### config.mk
export PLATFORM = sky130hd
export DESIGN_NAME = measure_extend_leaf
export DESIGN_NICKNAME = d
export VERILOG_FILES = /design/src/shared/measure_extend_pkg.sv /design/src/rtl/measure_extend_leaf.sv
export VERILOG_INCLUDE_DIRS = /design/src /design/src/shared
export SDC_FILE = /design/constraint.sdc
export NUM_CORES = 2
export LEC_CHECK = 0
export ABC_AREA = 0
export BUFFER_PORTS_ARGS = -buffer_cell sky130_fd_sc_hd__buf_4
export CAP_MARGIN = 40
export CORE_UTILIZATION = 30
export CTS_BUF_LIST = sky130_fd_sc_hd__clkbuf_4
export DETAILED_ROUTE_END_ITERATION = 7
export HOLD_SLACK_MARGIN = 0.1
export RECOVER_POWER = 100
export SYNTH_ARGS = -nofsm -noshare
export SYNTH_HDL_FRONTEND = slang
export SYNTH_SLANG_ARGS = --single-unit
### constraint.sdc
create_clock -name pclk -period 18.5 [get_ports pclk]
set_input_delay 2.775 -clock pclk [delete_from_list [all_inputs] [get_ports pclk]]
set_output_delay 2.775 -clock pclk [all_outputs]
set_load 0.05 [all_outputs]
### src/shared/measure_extend_defines.svh
/*
  constants for the measurement-extend leaf block: register offsets,
  field positions, reset values, check masks and hash header layout.
  assumes inclusion by bare name from the package and the design file.
*/
`ifndef MEASURE_EXTEND_DEFINES_SVH
`define MEASURE_EXTEND_DEFINES_SVH

// apb byte offsets of the register words
`define OFS_CTRL        8'h00
`define OFS_CPTR_LO     8'h04
`define OFS_CPTR_HI     8'h08
`define OFS_CHUNK_LO    8'h0C
`define OFS_CHUNK_HI    8'h10
`define OFS_SEG_LIMIT   8'h14
`define OFS_STATUS      8'h18
`define OFS_COUNT_LO    8'h1C
`define OFS_COUNT_HI    8'h20
`define OFS_OFFSET_LO   8'h24
`define OFS_OFFSET_HI   8'h28

// control word fields
`define CTRL_START      0
`define CTRL_MODE64     1
`define CTRL_PROT       2
`define CTRL_PRIV_LO    4
`define CTRL_PRIV_HI    5

// status word fields
`define ST_BUSY         0
`define ST_DONE         1
`define ST_GP           2
`define ST_PF           3
`define ST_PF_CHUNK     4
`define ST_CAUSE_LO     8
`define ST_CAUSE_HI     11
`define ST_ERR_LO       16
`define ST_ERR_HI       31

// reset values and checks
`define ZERO32          32'h0000_0000
`define ZERO64          64'h0000_0000_0000_0000
`define PRIV_TOP        2'h0
`define CTL_ALIGN_MASK  64'h0000_0000_0000_0FFF
`define CHUNK_ALIGN_MASK 64'h0000_0000_0000_00FF
`define PAGE_LOW_MASK   64'h0000_0000_0000_0FFF
`define CHUNK_LAST      32'h0000_00FF
`define CANON_HI        63
`define CANON_LO        47
`define QUARTER_BYTES   64'h0000_0000_0000_0040
`define QUARTER_LAST    2'h3
`define GP_ERROR_CODE   16'h0000

// header block layout
`define HDR_TAG         64'h0044_4E45_5458_4545
`define HDR_PAD         384'h0
`define CNT_HDR_INC     64'h0000_0000_0000_0001
`define CNT_DATA_INC    64'h0000_0000_0000_0004

// page type codes in the metadata map
`define PT_REGULAR      8'h01
`define PT_THREAD_CTL   8'h02
`define SHADOW_STACK_FIRST_TYPE_T   8'h03
`define SHADOW_STACK_REST_TYPE_T    8'h04

`endif

### src/shared/measure_extend_pkg.sv
/*
  types for the measurement-extend leaf block: sequencer states and
  fault causes. assumes the defines header is on the include path.
*/
package measure_extend_pkg;
  `include "measure_extend_defines.svh"

  // sequencer states, gray coded along idle-check-fetch-header-data
  typedef enum logic [2:0] {
    ST_IDLE  = 3'b000,
    ST_CHECK = 3'b001,
    ST_FETCH = 3'b011,
    ST_HDR   = 3'b010,
    ST_DATA  = 3'b110
  } seq_state_e;

  // reason recorded when the operation faults
  typedef enum logic [3:0] {
    C_NONE        = 4'h0,
    C_PRIVILEGE   = 4'h1,
    C_CANONICAL   = 4'h2,
    C_SEG_LIMIT   = 4'h3,
    C_CTL_ALIGN   = 4'h4,
    C_CTL_NOT_PC  = 4'h5,
    C_CHK_ALIGN   = 4'h6,
    C_CHK_NOT_PC  = 4'h7,
    C_MAP_BUSY    = 4'h8,
    C_CHK_INVALID = 4'h9,
    C_BAD_TYPE    = 4'hA,
    C_WRONG_OWNER = 4'hB,
    C_MEAS_BUSY   = 4'hC,
    C_INITIALIZED = 4'hD,
    C_ACCESS      = 4'hE
  } fault_cause_e;
endpackage

### src/rtl/measure_extend_leaf.sv
/*
  measurement-extend leaf: apb registers, operand checks, chunk fetch and
  sequencing of five hash updates into the enclave measurement.
  assumes page-cache lookups, the metadata map, memory and the sha-256
  core sit outside on the same clock and answer by the ports below.
*/
`timescale 1ns/1ps
`include "measure_extend_defines.svh"

module measure_extend_leaf (
  input  wire logic         pclk,
  input  wire logic         presetn,
  input  wire logic         psel,
  input  wire logic         penable,
  input  wire logic         pwrite,
  input  wire logic [7:0]   paddr,
  input  wire logic [31:0]  pwdata,
  output logic [31:0]       prdata,
  output logic              pready,
  output logic              pslverr,
  input  wire logic         ctl_in_cache,
  input  wire logic         chunk_in_cache,
  input  wire logic         map_busy,
  input  wire logic         chunk_entry_valid,
  input  wire logic [7:0]   chunk_page_type,
  input  wire logic         owner_match,
  input  wire logic         measure_busy,
  input  wire logic         enclave_initialized,
  input  wire logic [63:0]  page_enclave_addr,
  input  wire logic [63:0]  enclave_base,
  output logic              mem_req,
  output logic [63:0]       mem_addr,
  input  wire logic         mem_ack,
  input  wire logic [511:0] mem_rdata,
  input  wire logic         mem_fault,
  input  wire logic [15:0]  mem_fault_code,
  output logic              hash_req,
  output logic [511:0]      hash_block,
  input  wire logic         hash_ack,
  output logic [63:0]       update_count
);
  import measure_extend_pkg::*;

  ////////////////////////////////////////////////////////////////////////
  // declarations
  seq_state_e   state;             // sequencer state
  fault_cause_e cause;             // recorded fault reason
  fault_cause_e check_cause;       // combinational check result
  logic [63:0]  cptr;              // control page pointer
  logic [63:0]  chunk;             // chunk pointer
  logic [31:0]  seg_limit;         // data segment limit
  logic         mode64;            // 64-bit addressing mode
  logic         prot_mode;         // protected mode limit checking
  logic [1:0]   priv;              // current privilege level
  logic         busy;              // operation in flight
  logic         done;              // sticky completion flag
  logic         gp_flag;           // last run ended in protection fault
  logic         pf_flag;           // last run ended in page fault
  logic         pf_chunk;          // page fault named the chunk pointer
  logic [15:0]  err_code;          // fault error code
  logic [63:0]  enclave_offset;    // offset of chunk in enclave
  logic [1:0]   quarter;           // quarter index for fetch and hash
  logic [511:0] chunk_buf [0:3];   // fetched chunk, four quarters
  logic         wr_en;             // apb write strobe
  logic         rd_setup;          // apb read setup phase
  logic         start_pulse;       // software start request
  logic         clr_done;          // software done clear
  logic         addr_hit;          // address decodes to a register
  logic [31:0]  next_rdata;        // read mux output
  logic         canon_bad;         // non-canonical pointer
  logic         limit_bad;         // pointer beyond segment limit
  logic         type_ok;           // accepted page type
  logic         fetch_fault;       // memory fault during fetch
  logic         check_pf;          // failing check is a page fault
  logic         check_on_chunk;    // failing check names the chunk

  ////////////////////////////////////////////////////////////////////////
  // apb decode, zero wait state
  assign pready      = 1'b1;
  assign wr_en       = psel & penable & pwrite;
  assign rd_setup    = psel & ~penable & ~pwrite;
  assign start_pulse = wr_en & (paddr == `OFS_CTRL) & pwdata[`CTRL_START];
  assign clr_done    = wr_en & (paddr == `OFS_STATUS) & pwdata[`ST_DONE];

  // address decode for the error answer
  always_comb begin
    case (paddr)
      `OFS_CTRL, `OFS_CPTR_LO, `OFS_CPTR_HI, `OFS_CHUNK_LO,
      `OFS_CHUNK_HI, `OFS_SEG_LIMIT, `OFS_STATUS, `OFS_COUNT_LO,
      `OFS_COUNT_HI, `OFS_OFFSET_LO, `OFS_OFFSET_HI: addr_hit = 1'b1;
      default: addr_hit = 1'b0;
    endcase
  end

  // unmapped address answers with an error in the access phase
  assign pslverr = psel & penable & ~addr_hit;

  // read mux, unmapped reads give zero
  always_comb begin
    next_rdata = `ZERO32;
    case (paddr)
      `OFS_CTRL: begin
        next_rdata[`CTRL_MODE64]                 = mode64;
        next_rdata[`CTRL_PROT]                   = prot_mode;
        next_rdata[`CTRL_PRIV_HI:`CTRL_PRIV_LO]  = priv;
      end
      `OFS_CPTR_LO:   next_rdata = cptr[31:0];
      `OFS_CPTR_HI:   next_rdata = cptr[63:32];
      `OFS_CHUNK_LO:  next_rdata = chunk[31:0];
      `OFS_CHUNK_HI:  next_rdata = chunk[63:32];
      `OFS_SEG_LIMIT: next_rdata = seg_limit;
      `OFS_STATUS: begin
        next_rdata[`ST_BUSY]                     = busy;
        next_rdata[`ST_DONE]                     = done;
        next_rdata[`ST_GP]                       = gp_flag;
        next_rdata[`ST_PF]                       = pf_flag;
        next_rdata[`ST_PF_CHUNK]                 = pf_chunk;
        next_rdata[`ST_CAUSE_HI:`ST_CAUSE_LO]    = cause;
        next_rdata[`ST_ERR_HI:`ST_ERR_LO]        = err_code;
      end
      `OFS_COUNT_LO:  next_rdata = update_count[31:0];
      `OFS_COUNT_HI:  next_rdata = update_count[63:32];
      `OFS_OFFSET_LO: next_rdata = enclave_offset[31:0];
      `OFS_OFFSET_HI: next_rdata = enclave_offset[63:32];
      default:        next_rdata = `ZERO32;
    endcase
  end

  // read data captured in the setup cycle, stable through access
  always_ff @(posedge pclk or negedge presetn) begin
    if (!presetn) begin
      prdata <= `ZERO32;
    end else if (rd_setup) begin
      prdata <= next_rdata;
    end
  end

  ////////////////////////////////////////////////////////////////////////
  // software operands, frozen while an operation runs
  always_ff @(posedge pclk or negedge presetn) begin
    if (!presetn) begin
      cptr      <= `ZERO64;
      chunk     <= `ZERO64;
      seg_limit <= `ZERO32;
      mode64    <= 1'b0;
      prot_mode <= 1'b0;
      priv      <= `PRIV_TOP;
    end else if (wr_en && !busy) begin
      case (paddr)
        `OFS_CTRL: begin
          mode64    <= pwdata[`CTRL_MODE64];
          prot_mode <= pwdata[`CTRL_PROT];
          priv      <= pwdata[`CTRL_PRIV_HI:`CTRL_PRIV_LO];
        end
        `OFS_CPTR_LO:   cptr[31:0]   <= pwdata;
        `OFS_CPTR_HI:   cptr[63:32]  <= pwdata;
        `OFS_CHUNK_LO:  chunk[31:0]  <= pwdata;
        `OFS_CHUNK_HI:  chunk[63:32] <= pwdata;
        `OFS_SEG_LIMIT: seg_limit    <= pwdata;
        default: ;
      endcase
    end
  end

  ////////////////////////////////////////////////////////////////////////
  // operand checks, evaluated in one cycle before any hash update
  // canonical form: upper address bits all copies of the top valid bit
  assign canon_bad = mode64 &&
    ((|cptr[`CANON_HI:`CANON_LO] && !(&cptr[`CANON_HI:`CANON_LO])) ||
     (|chunk[`CANON_HI:`CANON_LO] && !(&chunk[`CANON_HI:`CANON_LO])));

  // segment limit: whole chunk and control page base within the limit
  assign limit_bad = prot_mode && !mode64 &&
    ((|cptr[63:32]) || (|chunk[63:32]) || (cptr[31:0] > seg_limit) ||
     ({1'b0, chunk[31:0]} + {1'b0, `CHUNK_LAST} > {1'b0, seg_limit}));

  // page types that may be measured, thread control pages included; unused pages are not
  assign type_ok = (chunk_page_type == `PT_REGULAR) ||
                   (chunk_page_type == `PT_THREAD_CTL) ||
                   (chunk_page_type == `SHADOW_STACK_FIRST_TYPE_T) ||
                   (chunk_page_type == `SHADOW_STACK_REST_TYPE_T);

  // first failing check wins, in operand order
  always_comb begin
    check_cause = C_NONE;
    if (priv != `PRIV_TOP) begin
      check_cause = C_PRIVILEGE;
    end else if (canon_bad) begin
      check_cause = C_CANONICAL;
    end else if (limit_bad) begin
      check_cause = C_SEG_LIMIT;
    end else if (|(cptr & `CTL_ALIGN_MASK)) begin
      check_cause = C_CTL_ALIGN;
    end else if (!ctl_in_cache) begin
      check_cause = C_CTL_NOT_PC;
    end else if (|(chunk & `CHUNK_ALIGN_MASK)) begin
      check_cause = C_CHK_ALIGN;
    end else if (!chunk_in_cache) begin
      check_cause = C_CHK_NOT_PC;
    end else if (map_busy) begin
      check_cause = C_MAP_BUSY;
    end else if (!chunk_entry_valid) begin
      check_cause = C_CHK_INVALID;
    end else if (!type_ok) begin
      check_cause = C_BAD_TYPE;
    end else if (!owner_match) begin
      check_cause = C_WRONG_OWNER;
    end else if (measure_busy) begin
      check_cause = C_MEAS_BUSY;
    end else if (enclave_initialized) begin
      check_cause = C_INITIALIZED;
    end
  end

  // page faults name a pointer; everything else is a protection fault
  assign check_pf = (check_cause == C_CTL_NOT_PC) ||
                    (check_cause == C_CHK_NOT_PC) ||
                    (check_cause == C_CHK_INVALID) ||
                    (check_cause == C_BAD_TYPE);
  assign check_on_chunk = (check_cause != C_CTL_NOT_PC);
  assign fetch_fault    = (state == ST_FETCH) && mem_ack && mem_fault;

  ////////////////////////////////////////////////////////////////////////
  // sequencer: check, fetch all four quarters, then header and data
  always_ff @(posedge pclk or negedge presetn) begin
    if (!presetn) begin
      state   <= ST_IDLE;
      quarter <= 2'h0;
    end else begin
      case (state)
        ST_IDLE: begin
          quarter <= 2'h0;
          if (start_pulse) begin
            state <= ST_CHECK;
          end
        end
        ST_CHECK: begin
          if (check_cause == C_NONE) begin
            state <= ST_FETCH;
          end else begin
            state <= ST_IDLE;
          end
        end
        // chunk is read fully before hashing so a late fault changes nothing
        ST_FETCH: begin
          if (fetch_fault) begin
            state <= ST_IDLE;
          end else if (mem_ack) begin
            quarter <= quarter + 2'h1;
            if (quarter == `QUARTER_LAST) begin
              state <= ST_HDR;
            end
          end
        end
        ST_HDR: begin
          if (hash_ack) begin
            state <= ST_DATA;
          end
        end
        ST_DATA: begin
          if (hash_ack) begin
            quarter <= quarter + 2'h1;
            if (quarter == `QUARTER_LAST) begin
              state <= ST_IDLE;
            end
          end
        end
        default: state <= ST_IDLE;
      endcase
    end
  end

  assign busy     = (state != ST_IDLE);
  assign mem_req  = (state == ST_FETCH);
  assign hash_req = (state == ST_HDR) || (state == ST_DATA);

  // quarter address, lowest first
  always_ff @(posedge pclk or negedge presetn) begin
    if (!presetn) begin
      mem_addr <= `ZERO64;
    end else if (state == ST_CHECK) begin
      mem_addr <= chunk;
    end else if (state == ST_FETCH && mem_ack) begin
      mem_addr <= mem_addr + `QUARTER_BYTES;
    end
  end

  // fetched quarters held for the data updates
  always_ff @(posedge pclk) begin
    if (state == ST_FETCH && mem_ack && !mem_fault) begin
      chunk_buf[quarter] <= mem_rdata;
    end
  end

  ////////////////////////////////////////////////////////////////////////
  // enclave offset, taken when checks pass
  always_ff @(posedge pclk or negedge presetn) begin
    if (!presetn) begin
      enclave_offset <= `ZERO64;
    end else if (state == ST_CHECK && check_cause == C_NONE) begin
      enclave_offset <= page_enclave_addr - enclave_base +
                        (chunk & `PAGE_LOW_MASK);
    end
  end

  // block presented to the hash core, held until acknowledged
  always_ff @(posedge pclk or negedge presetn) begin
    if (!presetn) begin
      hash_block <= 512'h0;
    end else if (state == ST_FETCH && mem_ack && !mem_fault &&
                 quarter == `QUARTER_LAST) begin
      hash_block <= {`HDR_PAD, enclave_offset, `HDR_TAG};
    end else if (hash_ack && state == ST_HDR) begin
      hash_block <= chunk_buf[0];
    end else if (hash_ack && state == ST_DATA && quarter != `QUARTER_LAST) begin
      hash_block <= chunk_buf[quarter + 2'h1];
    end
  end

  ////////////////////////////////////////////////////////////////////////
  // measurement update counter, loadable by software when idle
  always_ff @(posedge pclk or negedge presetn) begin
    if (!presetn) begin
      update_count <= `ZERO64;
    end else if (state == ST_HDR && hash_ack) begin
      update_count <= update_count + `CNT_HDR_INC;
    end else if (state == ST_DATA && hash_ack && quarter == `QUARTER_LAST) begin
      update_count <= update_count + `CNT_DATA_INC;
    end else if (wr_en && !busy && paddr == `OFS_COUNT_LO) begin
      update_count[31:0] <= pwdata;
    end else if (wr_en && !busy && paddr == `OFS_COUNT_HI) begin
      update_count[63:32] <= pwdata;
    end
  end

  ////////////////////////////////////////////////////////////////////////
  // outcome flags; done sticks until cleared, a new finish wins the clear
  always_ff @(posedge pclk or negedge presetn) begin
    if (!presetn) begin
      done <= 1'b0;
    end else if ((state == ST_CHECK && check_cause != C_NONE) || fetch_fault ||
                 (state == ST_DATA && hash_ack && quarter == `QUARTER_LAST)) begin
      done <= 1'b1;
    end else if (clr_done) begin
      done <= 1'b0;
    end
  end

  // fault kind, pointer and code of the last run
  always_ff @(posedge pclk or negedge presetn) begin
    if (!presetn) begin
      gp_flag  <= 1'b0;
      pf_flag  <= 1'b0;
      pf_chunk <= 1'b0;
      cause    <= C_NONE;
      err_code <= `GP_ERROR_CODE;
    end else if (state == ST_CHECK) begin
      gp_flag  <= (check_cause != C_NONE) && !check_pf;
      pf_flag  <= check_pf;
      pf_chunk <= check_pf && check_on_chunk;
      cause    <= check_cause;
      err_code <= `GP_ERROR_CODE;
    end else if (fetch_fault) begin
      pf_flag  <= 1'b1;
      pf_chunk <= 1'b1;
      cause    <= C_ACCESS;
      err_code <= mem_fault_code;
    end
  end

endmodule // measure_extend_leaf

==> out/metrics.cfg <==
[pwr]
pwr-share-comb_pct = 34.1
p_sw_share_pct = 42.9
p_sw_mw = 9.47
pwr-share-seq_pct = 38.8
p_int_mw = 12.6
p_clk_share_pct = 27.1
p_per_area_nw_per_um2 = 154
ir_worst_vdd_mv = 0.156
p_leak_nw = 52.4
power_mw = 22.1

[floorplan]
fp-row-count = 231
initial_utilization_pct = 30.2
core_um2 = 397000
die_y_um = 635
num_io_pins = 1395
die_w_um = 635
die-area_um2 = 403000

[setup_path]
cp.required_ns = 19.28
critPathArrivalTime_ns = 12.73
r2r_slack_ns = 6.99
end_kind = flop
path_class = input port to flop
reg2reg_depth = 6
start_kind = input port
reg2reg_to = chunk_buf[0][170]
cp_max_fo = 128
rr_startpoint = state[1]

[cts]
cts_hold_buf = 0
insertion_delay_ns = 1.65
cts_root_buffer = clkbuf_4
cts_tree = yes
post_cts.repair.setup_buffers = 0
cts.clk_slew.worst_paths_ns = 0.07
cts.sinks = 2977
numCtsBuffers = 781
htree_levels = 6
cts_buffer_depth = 4
cts_resized = 0

[route]
drt_pre_antenna_iters = 7
drt-initial-drc-count = 8611
wire_per_inst_um = 27.1
vias = 89700
drcViolationCount = 0
ant_nets = 0
wirelength_um = 465000
vias_per_cell = 5.22

[flow_run]
drv_cap = 57

[cells_and_area]
area_growth_pct = 19.1
final_util_pct = 36.0
fin_cells = 17200
drive_gt1_share_pct = 15.4
fin_nets = 12100

[global_route]
grt_max_degree = 178
antenna_found_initial = 191
grt_pass1_vias = 85800
grt_pass1_wl_um = 640000
grt-ovfl-total = 0
grt_usage_pct = 22.0

[placed_design]
port_buffers = 1393
hpwl_um = 321000
gp_congestion = 0.957
dpl.cell_count = 15600

[timing]
rsz0062_at_grt = false
finalSetupViolations = 0
holdWs_ns = 0.420
worst_slew_pin_slew_ns = 8.68
period_share_pct = 64.6
tns_ns = 0
fin_crit_ns = 11.95
finalHoldViolCount = 0
fmax_ghz = 0.0837
slew_headroom_pct = -478
clock_skew_ns = 0.199
report.final.slew_viol_count = 2671

[synth]
syn_inst = 9365
yosys.area.top_type_share_pct = 51.2
syn_area_um2 = 120000
syn-mean-instance-area_um2 = 12.8
synth_common_cells = 2048 x edfxtp_1, 929 x dfrtp_1, 852 x nand2_1, 791 x o21ai_0, 732 x nor2_1
synth_seq_area_share_pct = 70.6
synthTopCellsByArea = edfxtp_1 51%, dfrtp_1 19%, o21ai_0 3.3%, a21oi_1 2.9%, nand2_1 2.7%
ys_types = 85
ys_ff_latch = 2977
yosysTopAreaCell = edfxtp_1
synth_ff_type = edfxtp_1
synth-edff-count = 2048
synth-async-reset-ratio_pct = 31.2
syn_nets = 10300
yosys_warnings = 0
synth.most_common_cell = edfxtp_1

[status]
violations = capacitance limit, slew limit
outcome = complete, but fails checks

[worst_hold_path]
whs_path_depth = 2
hp-start = chunk_buf[0][191]
min_path_type = flop to flop
hold_end = hash_block[191]

-- per-stage QoR --
stage,cell area (um2),setup WS [ns]
final,143000,6.55
after global routing,143000,5.99
after CTS,148000,11.51
after detailed placement,137000,10.46
after global placement,136000,10.30
after floorplan,120000,0.0658
-- cell usage in the layout (no fill, tap or decap), drive strengths merged, types with 188 or more instances in the layout --
master and n:
edfxtp 2048, inv 209, mux2 188, nor2 732, nand2 852, nor3 493
clkinv 226, dfrtp 929, a21oi 702, o22ai 468, buf 312, o21ai 793
clkbuf 2455
-- registers in the layout, summed over array words and instances, names as in the netlist, 2 cells and up --
register	cells
hash_block	512
cptr	64
cause	4
prdata	32
enclave_offset	64
mem_addr	64
chunk_buf	2048
chunk	64
priv	2
state	3
err_code	16
seg_limit	32
update_count	64
quarter	2
-- worst max-delay path: stages --
cell and delay [ns]:
clkbuf_1 0.18, nand2_1 0.28, nor2_1 0.28, and2_0 2.70
clkbuf_1 6.21
-- routing by layer --
metal	vias up	global-route usage [%]	wire (um)
met1	44400	25.1	166000
li1	39500	-	-
met2	4477	35.3	221000
met5	-	0	470
met3	1176	6.60	43600
met4	74	16.0	33400
-- worst max path at each step --
| stage | start | end | slack, ns | cells after the start |
|---|---|---|---|---|
| floorplan | mem_ack | chunk_buf[3][0] | 0.07 | 5 |
| global placement | mem_ack | hash_block[361] | 10.30 | 12 |
| detailed placement | mem_ack | hash_block[441] | 10.46 | 13 |
| CTS | quarter[0] | hash_block[136] | 11.51 | 13 |
| global route | presetn | hash_block[406] | 5.99 | 5 |
| finish | mem_ack | chunk_buf[0][170] | 6.55 | 5 |
-- power by group through the flow --
stage / sequential [mW] / clock [mW] / combinational (mW)
floorplan: 10.5 / 0 / 2.96
global placement: 8.66 / 0 / 7.99
detailed placement: 8.66 / 0 / 8.15
CTS: 8.54 / 6.13 / 8.16
global route: 8.60 / 6.47 / 8.02
finish: 8.56 / 5.99 / 7.52
-- cells by family (layout without fill, tap and decap cells) --
| logic type | after synthesis | count (layout) | synth area share, % |
|---|---|---|---|
| buffers and inverters | 774 | 3220 | 2.44 |
| AND/OR/NAND/NOR | 2539 | 2539 | 9.41 |
| multiplexers | 193 | 193 | 1.80 |
| flip-flops | 2977 | 2977 | 70.6 |
| AO/OA/AOI/OAI | 2570 | 2570 | 12.8 |
| XOR/XNOR | 112 | 112 | 0.817 |
| other | 1 | 132 | 0.00312 |
| adder cells (fa/ha/maj) | 199 | 199 | 2.15 |
-- area by class of cell --
type / count / area [um2]
Antenna cell: 131 / 328
Clock buffer: 1188 / 8920
Clock inverter: 267 / 1660
Fill cell: 40000 / 254000
Inverter: 184 / 699
Multi-Input combinational cell: 5614 / 32500
Sequential cell: 2977 / 84800
Tap cell: 5242 / 6560
Timing Repair Buffer: 1581 / 7590
Note: power is estimated with default switching activity, not from simulation.
